===== src/hw/ipmc_pkg.sv =====
package ipmc_pkg;

   // Bank geometry and reset values
   localparam int unsigned IPMC_LEVELS = 8;
   localparam logic [2:0] IPMC_PTR_RESET = 3'h7;
   localparam logic [7:0] IPMC_MASK_RESET = 8'h00;
   localparam logic [7:0] IPMC_BITS_RESET = 8'h00;
   localparam logic [7:0] IPMC_PIN_IDLE = 8'hff;
   localparam logic [7:0] IPMC_NONSLAVE_CODE = 8'h00;
   localparam logic [2:0] IPMC_DEFAULT_LEVEL = 3'h7;
   localparam logic [2:0] IPMC_RANK_STEP = 3'h1;

   // Commands of one bank
   typedef enum logic [3:0] {
      IPMC_CMD_EOI_NS       = 4'h0,
      IPMC_CMD_EOI_SPEC     = 4'h1,
      IPMC_CMD_ROT_NS       = 4'h2,
      IPMC_CMD_ROT_SPEC     = 4'h3,
      IPMC_CMD_SET_PRIO     = 4'h4,
      IPMC_CMD_ROT_AUTO_SET = 4'h5,
      IPMC_CMD_ROT_AUTO_CLR = 4'h6,
      IPMC_CMD_AUTO_SET     = 4'h7,
      IPMC_CMD_AUTO_CLR     = 4'h8,
      IPMC_CMD_SMM_SET      = 4'h9,
      IPMC_CMD_SMM_CLR      = 4'ha
   } ipmc_cmd_t;

   // One command request from the host
   typedef struct packed {
      logic valid;
      ipmc_cmd_t op;
      logic [2:0] level;
   } ipmc_cmd_req_t;

   // Whole state of the bank
   typedef struct packed {
      logic [7:0] sync1;
      logic [7:0] sync2;
      logic [7:0] prev;
      logic [7:0] request_latch;
      logic [7:0] in_service_bits;
      logic [7:0] request_mask;
      logic [2:0] lowest;
      logic auto_eos;
      logic rot_auto;
      logic special_mask;
      logic int_req;
      logic [7:0] data;
      logic data_oe;
      logic dflt;
      logic [2:0] svc_level;
   } ipmc_state_t;

endpackage : ipmc_pkg


===== src/hw/ipmc_bank.sv =====
`timescale 1ns/1ps
// What this block does
// [RULE_01] Rotate non-specific: clear top bit, make lowest
// [RULE_02] Rotate-auto mode rotates after second acknowledge
// [RULE_03] Separate set and clear for rotate-auto mode
// [RULE_04] Set priority moves pointer, keeps in-service bits
// [RULE_05] Rotate specific: clear named bit, make lowest
// [RULE_06] Nested: zero highest, plain end keeps order
// [RULE_07] Eight-bit mask, each bit masks one level
// [RULE_08] Mask gates latch output; masked requests still latch
// [RULE_09] Withdrawn masked request yields default vector
// [RULE_10] Special mask allows all unmasked, not in-service
// [RULE_11] Edge or level sensing, active-low inputs
// [RULE_12] Edge mode latches only falling transitions
// [RULE_13] Level requester withdraws before end command
// [RULE_14] Request must be low at first acknowledge
// [RULE_15] First acknowledge drives vector or zero
// [RULE_16] External logic captures cascade address
// [RULE_17] Software never programs zero slave vectors
// [RULE_18] Non-specific end clears highest in-service bit
// [RULE_19] Auto end clears top bit after second acknowledge
// [RULE_20] In-service blocks same and lower priority
// [RULE_21] Three-bit lowest pointer, resets to seven
// [RULE_22] Pointer and in-service bit update together
module ipmc_bank (
   // Clock, reset, enable
   input wire logic REF_CLK_I,
   input wire logic RST_B_I,
   input wire logic CLK_EN_I,
   // Request pins, active low
   input wire logic [7:0] IRQ_B_I,
   // Configuration
   input wire logic LEVEL_MODE_I,
   input wire logic [7:0] SLAVE_MAP_I,
   input wire logic [7:0][7:0] VECTOR_I,
   // Host commands and mask access
   input wire ipmc_pkg::ipmc_cmd_req_t CMD_I,
   input wire logic MASK_WE_I,
   input wire logic [7:0] MASK_DATA_I,
   // Acknowledge cycles
   input wire logic ACK1_I,
   input wire logic ACK2_I,
   // Results
   output logic INT_O,
   output logic [7:0] DATA_O,
   output logic DATA_OE_O,
   output logic DEFAULT_O,
   output logic [2:0] SVC_LEVEL_O,
   output logic [7:0] MASK_O,
   output logic [7:0] REQUEST_O,
   output logic [7:0] IN_SERVICE_O,
   output logic [2:0] LOWEST_O
);

   ipmc_pkg::ipmc_state_t r_q;
   ipmc_pkg::ipmc_state_t r_d;
   logic [7:0] fall;
   logic [7:0] pend;
   logic win_found;
   logic [2:0] win_lvl;
   logic isr_found;
   logic [2:0] isr_top;
   logic allowed;

   // Rank zero is the highest priority under the current rotation
   function automatic logic [2:0] ipmc_rank(input logic [2:0] lvl, input logic [2:0] low);
      ipmc_rank = lvl - low - ipmc_pkg::IPMC_RANK_STEP;
   endfunction : ipmc_rank

   // Falling edge of the synchronised pin, and eligible requests
   assign fall = r_q.prev & ~r_q.sync2; // [RULE_12]
   // Still-low check drops withdrawn requests, so the acknowledge gets the default
   assign pend = r_q.request_latch & ~r_q.request_mask & ~r_q.sync2 // [RULE_08] [RULE_14]
      & (r_q.special_mask ? ~r_q.in_service_bits : 8'hff); // [RULE_10]

   ipmc_prio_pick u_req_pick (
      .vec_i(pend),
      .lowest_i(r_q.lowest),
      .found_o(win_found),
      .level_o(win_lvl)
   );

   ipmc_prio_pick u_isr_pick (
      .vec_i(r_q.in_service_bits),
      .lowest_i(r_q.lowest),
      .found_o(isr_found),
      .level_o(isr_top)
   );

   // Winner must outrank every level in service unless special mask is on
   assign allowed = win_found && (r_q.special_mask || !isr_found // [RULE_20]
      || (ipmc_rank(win_lvl, r_q.lowest) < ipmc_rank(isr_top, r_q.lowest)));

   // Next state
   always_comb begin
      r_d = r_q;
      r_d.sync1 = IRQ_B_I;
      r_d.sync2 = r_q.sync1;
      r_d.prev = r_q.sync2;
      if (MASK_WE_I) begin
         r_d.request_mask = MASK_DATA_I; // [RULE_07]
      end
      if (CMD_I.valid) begin
         unique case (CMD_I.op)
            ipmc_pkg::IPMC_CMD_EOI_NS: begin
               if (isr_found) r_d.in_service_bits[isr_top] = 1'b0; // [RULE_18] [RULE_06]
            end
            ipmc_pkg::IPMC_CMD_EOI_SPEC: begin
               r_d.in_service_bits[CMD_I.level] = 1'b0;
            end
            ipmc_pkg::IPMC_CMD_ROT_NS: begin
               if (isr_found) begin
                  r_d.in_service_bits[isr_top] = 1'b0; // [RULE_01]
                  r_d.lowest = isr_top; // [RULE_22]
               end
            end
            ipmc_pkg::IPMC_CMD_ROT_SPEC: begin
               r_d.in_service_bits[CMD_I.level] = 1'b0; // [RULE_05]
               r_d.lowest = CMD_I.level; // [RULE_22]
            end
            ipmc_pkg::IPMC_CMD_SET_PRIO: r_d.lowest = CMD_I.level; // [RULE_04]
            ipmc_pkg::IPMC_CMD_ROT_AUTO_SET: r_d.rot_auto = 1'b1; // [RULE_03]
            ipmc_pkg::IPMC_CMD_ROT_AUTO_CLR: r_d.rot_auto = 1'b0; // [RULE_03]
            ipmc_pkg::IPMC_CMD_AUTO_SET: r_d.auto_eos = 1'b1;
            ipmc_pkg::IPMC_CMD_AUTO_CLR: r_d.auto_eos = 1'b0;
            ipmc_pkg::IPMC_CMD_SMM_SET: r_d.special_mask = 1'b1; // [RULE_10]
            ipmc_pkg::IPMC_CMD_SMM_CLR: r_d.special_mask = 1'b0; // [RULE_10]
            default: ;
         endcase
      end
      // Second acknowledge releases the bus and runs the automatic end
      if (ACK2_I) begin
         r_d.data_oe = 1'b0;
         if ((r_q.auto_eos || r_q.rot_auto) && isr_found) begin
            r_d.in_service_bits[isr_top] = 1'b0; // [RULE_19] [RULE_02]
            if (r_q.rot_auto) r_d.lowest = isr_top; // [RULE_02] [RULE_22]
         end
      end
      // Serviced edge request leaves the latch; level mode just follows the pin
      if (ACK1_I) begin
         r_d.data_oe = 1'b1;
         if (allowed) begin
            r_d.in_service_bits[win_lvl] = 1'b1;
            r_d.request_latch[win_lvl] = 1'b0;
            r_d.svc_level = win_lvl;
            r_d.dflt = 1'b0;
            r_d.data = SLAVE_MAP_I[win_lvl] ? VECTOR_I[win_lvl] // [RULE_15]
               : ipmc_pkg::IPMC_NONSLAVE_CODE;
         end else begin
            r_d.svc_level = ipmc_pkg::IPMC_DEFAULT_LEVEL; // [RULE_14] [RULE_09]
            r_d.dflt = 1'b1;
            r_d.data = ipmc_pkg::IPMC_NONSLAVE_CODE;
         end
      end
      // Set wins over the acknowledge clear, so a new edge is never lost
      if (LEVEL_MODE_I) begin
         r_d.request_latch = ~r_q.sync2; // [RULE_11]
      end else begin
         r_d.request_latch = r_d.request_latch | fall; // [RULE_11] [RULE_12]
      end
      r_d.int_req = allowed;
   end

   // State register; enable low freezes everything
   always_ff @(posedge REF_CLK_I or negedge RST_B_I) begin
      if (!RST_B_I) begin
         r_q <= '0;
         r_q.sync1 <= ipmc_pkg::IPMC_PIN_IDLE;
         r_q.sync2 <= ipmc_pkg::IPMC_PIN_IDLE;
         r_q.prev <= ipmc_pkg::IPMC_PIN_IDLE;
         r_q.request_mask <= ipmc_pkg::IPMC_MASK_RESET;
         r_q.in_service_bits <= ipmc_pkg::IPMC_BITS_RESET;
         r_q.lowest <= ipmc_pkg::IPMC_PTR_RESET; // [RULE_21] [RULE_06]
      end else if (CLK_EN_I) begin
         r_q <= r_d;
      end
   end

   // Outputs straight from the state register
   assign INT_O = r_q.int_req;
   assign DATA_O = r_q.data;
   assign DATA_OE_O = r_q.data_oe;
   assign DEFAULT_O = r_q.dflt;
   assign SVC_LEVEL_O = r_q.svc_level;
   assign MASK_O = r_q.request_mask;
   assign REQUEST_O = r_q.request_latch;
   assign IN_SERVICE_O = r_q.in_service_bits;
   assign LOWEST_O = r_q.lowest;

   // Checks on the bank's own behaviour
   property p_rot_ns;
      @(posedge REF_CLK_I) disable iff (!RST_B_I)
      CLK_EN_I && CMD_I.valid && CMD_I.op == ipmc_pkg::IPMC_CMD_ROT_NS && isr_found
         && !ACK1_I && !ACK2_I
      |=> r_q.lowest == $past(isr_top) && !r_q.in_service_bits[$past(isr_top)];
   endproperty
   a_rot_ns: assert property (p_rot_ns) else $error("rotate non-specific wrong"); // [RULE_01]

   property p_rot_auto;
      @(posedge REF_CLK_I) disable iff (!RST_B_I)
      CLK_EN_I && ACK2_I && r_q.rot_auto && isr_found && !CMD_I.valid && !ACK1_I
      |=> r_q.lowest == $past(isr_top) && !r_q.in_service_bits[$past(isr_top)];
   endproperty
   a_rot_auto: assert property (p_rot_auto) else $error("auto rotation missed"); // [RULE_02]

   property p_set_prio;
      @(posedge REF_CLK_I) disable iff (!RST_B_I)
      CLK_EN_I && CMD_I.valid && CMD_I.op == ipmc_pkg::IPMC_CMD_SET_PRIO && !ACK1_I && !ACK2_I
      |=> r_q.lowest == $past(CMD_I.level) && $stable(r_q.in_service_bits);
   endproperty
   a_set_prio: assert property (p_set_prio) else $error("set priority wrong"); // [RULE_04]

   property p_rot_spec;
      @(posedge REF_CLK_I) disable iff (!RST_B_I)
      CLK_EN_I && CMD_I.valid && CMD_I.op == ipmc_pkg::IPMC_CMD_ROT_SPEC && !ACK1_I && !ACK2_I
      |=> r_q.lowest == $past(CMD_I.level) && !r_q.in_service_bits[$past(CMD_I.level)];
   endproperty
   a_rot_spec: assert property (p_rot_spec) else $error("rotate specific wrong"); // [RULE_05]

   property p_edge_only;
      @(posedge REF_CLK_I) disable iff (!RST_B_I)
      CLK_EN_I && !LEVEL_MODE_I && fall == 8'h00
      |=> (r_q.request_latch & ~$past(r_q.request_latch)) == 8'h00;
   endproperty
   a_edge_only: assert property (p_edge_only) else $error("latch set without edge"); // [RULE_12]

   property p_masked_latch;
      @(posedge REF_CLK_I) disable iff (!RST_B_I)
      CLK_EN_I && !LEVEL_MODE_I && fall != 8'h00
      |=> (r_q.request_latch & $past(fall)) == $past(fall);
   endproperty
   a_masked_latch: assert property (p_masked_latch) else $error("edge not latched"); // [RULE_08]

   property p_default;
      @(posedge REF_CLK_I) disable iff (!RST_B_I)
      CLK_EN_I && ACK1_I && !allowed
      |=> DEFAULT_O && DATA_OE_O && DATA_O == 8'h00 && SVC_LEVEL_O == 3'h7;
   endproperty
   a_default: assert property (p_default) else $error("default vector missing"); // [RULE_14]

   property p_cascade;
      @(posedge REF_CLK_I) disable iff (!RST_B_I)
      CLK_EN_I && ACK1_I && allowed
      |=> DATA_O == ($past(SLAVE_MAP_I[win_lvl]) ? $past(VECTOR_I[win_lvl]) : 8'h00)
         && r_q.in_service_bits[$past(win_lvl)] && !DEFAULT_O;
   endproperty
   a_cascade: assert property (p_cascade) else $error("cascade data wrong"); // [RULE_15]

   property p_block_lower;
      @(posedge REF_CLK_I) disable iff (!RST_B_I)
      allowed && !r_q.special_mask && isr_found
      |-> !r_q.in_service_bits[win_lvl]
         && ipmc_rank(win_lvl, r_q.lowest) < ipmc_rank(isr_top, r_q.lowest);
   endproperty
   a_block_lower: assert property (p_block_lower) else $error("lower level not blocked"); // [RULE_20]

   property p_eos_ns;
      @(posedge REF_CLK_I) disable iff (!RST_B_I)
      CLK_EN_I && CMD_I.valid && CMD_I.op == ipmc_pkg::IPMC_CMD_EOI_NS && !ACK1_I && !ACK2_I
      |=> $stable(r_q.lowest);
   endproperty
   a_eos_ns: assert property (p_eos_ns) else $error("plain end moved priority"); // [RULE_06]

endmodule : ipmc_bank


===== src/hw/ipmc_prio_pick.sv =====
`timescale 1ns/1ps
// Picks the highest-priority set bit; the level after the lowest pointer wins
module ipmc_prio_pick (
   // Candidates and rotation pointer
   input wire logic [7:0] vec_i,
   input wire logic [2:0] lowest_i,
   // Result
   output logic found_o,
   output logic [2:0] level_o
);

   // Walk from lowest rank upward so the highest-priority hit is written last
   always_comb begin
      logic [2:0] idx;
      idx = 3'h0;
      found_o = 1'b0;
      level_o = 3'h0;
      for (int i = ipmc_pkg::IPMC_LEVELS - 1; i >= 0; i--) begin
         idx = lowest_i + ipmc_pkg::IPMC_RANK_STEP + 3'(i);
         if (vec_i[idx]) begin
            found_o = 1'b1;
            level_o = idx;
         end
      end
   end

endmodule : ipmc_prio_pick


===== config.mk =====
export PLATFORM = sky130hd
export DESIGN_NAME = ipmc_bank
export DESIGN_NICKNAME = d
export VERILOG_FILES = /design/src/hw/ipmc_pkg.sv /design/src/hw/ipmc_bank.sv /design/src/hw/ipmc_prio_pick.sv
export SDC_FILE = /design/constraint.sdc
export NUM_CORES = 1
export LEC_CHECK = 0
export BUFFER_PORTS_ARGS = -buffer_cell sky130_fd_sc_hd__buf_4
export CAP_MARGIN = 20
export CORE_MARGIN = 2
export CORE_UTILIZATION = 40
export CTS_CLUSTER_SIZE = 25
export DETAILED_ROUTE_END_ITERATION = 16
export GPL_TIMING_DRIVEN = 0
export SLEW_MARGIN = 10
export SYNTH_ARGS = -nofsm -noshare
export SYNTH_HDL_FRONTEND = slang
export SYNTH_SLANG_ARGS = --single-unit

===== constraint.sdc =====
create_clock -name REF_CLK_I -period 6.1 [get_ports REF_CLK_I]
set_clock_uncertainty 0.05 [all_clocks]
set_input_delay 1.525 -clock REF_CLK_I [delete_from_list [all_inputs] [get_ports REF_CLK_I]]
set_output_delay 1.525 -clock REF_CLK_I [all_outputs]
set_load 0.01 [all_outputs]

==> results.cfg <==
[yosys]
async_flop_share_pct = 100
syn_inst = 699
avgSynthCellArea_sq_um = 9.39
syn_nets = 810
ys_types = 90
synth-seq-cells = 68
synth_warnings = 0
synth_flop_cell = dfrtp_1
synth_edf_count = 0
syn-cell-area_sq_um = 6570
ys_seq_area_share_pct = 26.4

[clock_tree]
cts_tree = built
cts_max_level = 3
cts_root_buf = clkbuf_16
clk_pin_slew_ns = 0.06
clk_latency_ns = 0.34
clock_sinks = 68
ctsHoldBuffers = 0
clk_path_buf_depth = 2
numCtsBuffers = 9

[route]
vias_per_cell = 6.06
drtPass1Iterations = 6
wl_mm = 23.7
dr_total_vias = 6613
drtAntennaViolNets = 0
avgRoutedWirePerCell_microns = 21.8
drc = 0
drtIter0Drc = 660

[floorplan]
die_x_microns = 132
initial_core_util_pct = 41.2
num_rows = 46
pin_count = 144
dieArea_sq_um = 17500
core_area_sq_um = 15900
die_h_microns = 132

[power]
comb_power_share_pct = 80.8
pwr-share-seq_pct = 11.5
power.total_mw = 6.55
leakagePower_nw = 3.68
switching_share_pct = 48.4
vdd.ir_drop.worst_uv = 407
p_sw_mw = 3.17
p_int_mw = 3.38
powerDensity_nw_per_um2 = 763
clkPwrFrac_pct = 7.6

[grt]
grt_pass1_wl_mm = 36.5
grt-ovfl-total = 0
antenna_found_initial = 0
grt_usage_pct = 26.4
grt_pass1_vias = 6778
grt_max_degree = 69

[place]
placed_cell_area_sq_um = 7880
portBuffers = 139
dp_worst_setup_slack_ns = -1.46
hpwl_mm = 18.1
dp_cells = 1054
place.gp.congestion = 0.939

[critical_path]
cpPeakStageDelay_ns = 0.57
cp-start-kind = flip-flop
cp.arrival_ns = 6.02
crit_path_top_delay_cell = dfstp_2
crit_top_cell = ha_1
criticalPathCategory = flip-flop to flip-flop
path_max_fanout = 12
ff2ff_path_depth = 28
cp.required_ns = 6.25
cp-end-kind = flip-flop

[sta]
slew_headroom_pct = 42.2
setup_ws_ns = 0.232
period_share_pct = 96.2
fin_hold_ws_ns = 0.435
hold_viol = 0
clock.fmax_ghz = 0.170
drv_slew = 0
tightest_slew_ns = 0.867
period_minus_slack_ns = 5.87
finalSetupTns_ns = 0
setup_viol = 0

[layout]
final_common_cell = buf_4
final_cell_mix = buf_4 (202), nand2_1 (62), nor2_1 (44)
antenna_cells = 0
finish.utilization_pct = 53.8
stdcell_count = 1091
finish.instance_area_sq_um = 8580
layout.nets = 981
drive_gt1_share_pct = 43.7
syn_to_final_growth_pct = 30.6

[run_status]
status = finished, final reports clean

[flow_run]
cap_violations = 0

[hold_path]
whs_path_depth = 2
min_path_type = flip-flop to flip-flop
-- final cells by class --
class | count | area [sq um]
buffer | 83 | 596
clock buffer | 9 | 225
clock inverter | 7 | 56.3
fill | 1520 | 7370
inverter | 25 | 109
multi-input combinational | 522 | 4380
sequential | 68 | 1740
tap | 216 | 270
timing repair buffer | 161 | 1210
-- synthesized netlist by cell type (6+ instances only) --
| library cell | instances | share of area, % |
|---|---|---|
| a221oi_1 | 7 | 0.93 |
| o211ai_1 | 8 | 0.91 |
| nor2_1 | 46 | 2.6 |
| inv_1 | 22 | 1.3 |
| o21a_1 | 6 | 0.69 |
| a31oi_1 | 14 | 1.3 |
| and2_1 | 9 | 0.86 |
| o21ai_1 | 13 | 0.99 |
| buf_4 | 41 | 4.7 |
| mux2_2 | 39 | 6.7 |
| o21ai_0 | 32 | 2.4 |
| a22o_1 | 6 | 0.80 |
| mux2i_1 | 18 | 2.7 |
| buf_2 | 15 | 1.1 |
| a21oi_1 | 30 | 2.3 |
| ha_1 | 6 | 1.1 |
| nand2_1 | 64 | 3.7 |
| mux4_1 | 10 | 4.0 |
| nor3_1 | 17 | 1.3 |
| mux4_2 | 24 | 8.2 |
| a21o_1 | 10 | 1.1 |
| a22oi_1 | 13 | 1.5 |
| a211oi_1 | 8 | 0.91 |
| dfrtp_1 | 41 | 16 |
| nand3_1 | 26 | 2.0 |
| dfstp_2 | 27 | 11 |
| clkbuf_1 | 23 | 1.3 |
-- layer usage --
layer / vias to the layer above / track usage [%] / wire length, microns
li1: 2974 / - / -
met5: - / 0 / 0
met3: 69 / 3.69 / 1690
met2: 375 / 45.6 / 11700
met4: 0 / 13.3 / 1130
met1: 3195 / 32.2 / 9220
-- state kept, by name, indices dropped and copies added, names as in the netlist, 3 cells and up --
| signal | count |
|---|---|
| r_q | 11 |
| IN_SERVICE_O | 8 |
| REQUEST_O | 8 |
| SVC_LEVEL_O | 3 |
| MASK_O | 8 |
| DATA_O | 8 |
| r_d | 16 |
| LOWEST_O | 3 |
-- path summary, 6_finish.rpt --
| kind | endpoint | start | slack (ns) |
|---|---|---|---|
| setup / recovery | IN_SERVICE_O[3] | LOWEST_O[0] | 0.23 |
| setup reg to reg | IN_SERVICE_O[3] | LOWEST_O[0] | 0.23 |
| min in group asynchronous | MASK_O[7] | RST_B_I | 1.25 |
| hold reg to reg | DATA_OE_O | DATA_OE_O | 0.43 |
| max in group asynchronous | IN_SERVICE_O[0] | RST_B_I | 4.19 |
| hold / removal | DATA_OE_O | DATA_OE_O | 0.43 |
-- repair_timing --
action                     in CTS  in global routing
cloned                          0                  1
pin swaps                       6                 13
setup endpoints to repair      29                 26
resized for setup              44                 25
setup buffers                   9                 13
-- critical path, delay by kind of cell, from the launching register on --
family	cells	cell delay, ns
and+or+nand+nor	7	1.19
adders and majority gates	4	1.15
buffers and inverters	8	1.02
AOI/OAI and AO/OA	6	0.93
DFF	1	0.57
muxes	1	0.50
xor gates and xnor gates	2	0.32
-- kinds of logic (layout without fill, tap and decap cells) --
family          Yosys count  count (layout)  share of synthesized area (%)
xor+xnor                 10              10                           2.19
fa+ha+maj                 8               8                           1.75
flops                    68              68                           26.4
buf+inv                 110             285                           9.26
mux                      92              93                           21.9
simple gates            205             205                           15.9
compound gates          206             206                           22.6
-- power by group through the flow --
stage / Clock [mW] / Combinational [mW] / Sequential, mW
floorplan: 0 / 3.39 / 0.683
global placement: 0 / 4.46 / 0.750
detailed placement: 0 / 4.53 / 0.755
CTS: 0.506 / 4.86 / 0.750
global route: 0.523 / 5.68 / 0.766
finish: 0.499 / 5.29 / 0.755
No activity file was read; power rests on OpenSTA's default activity.
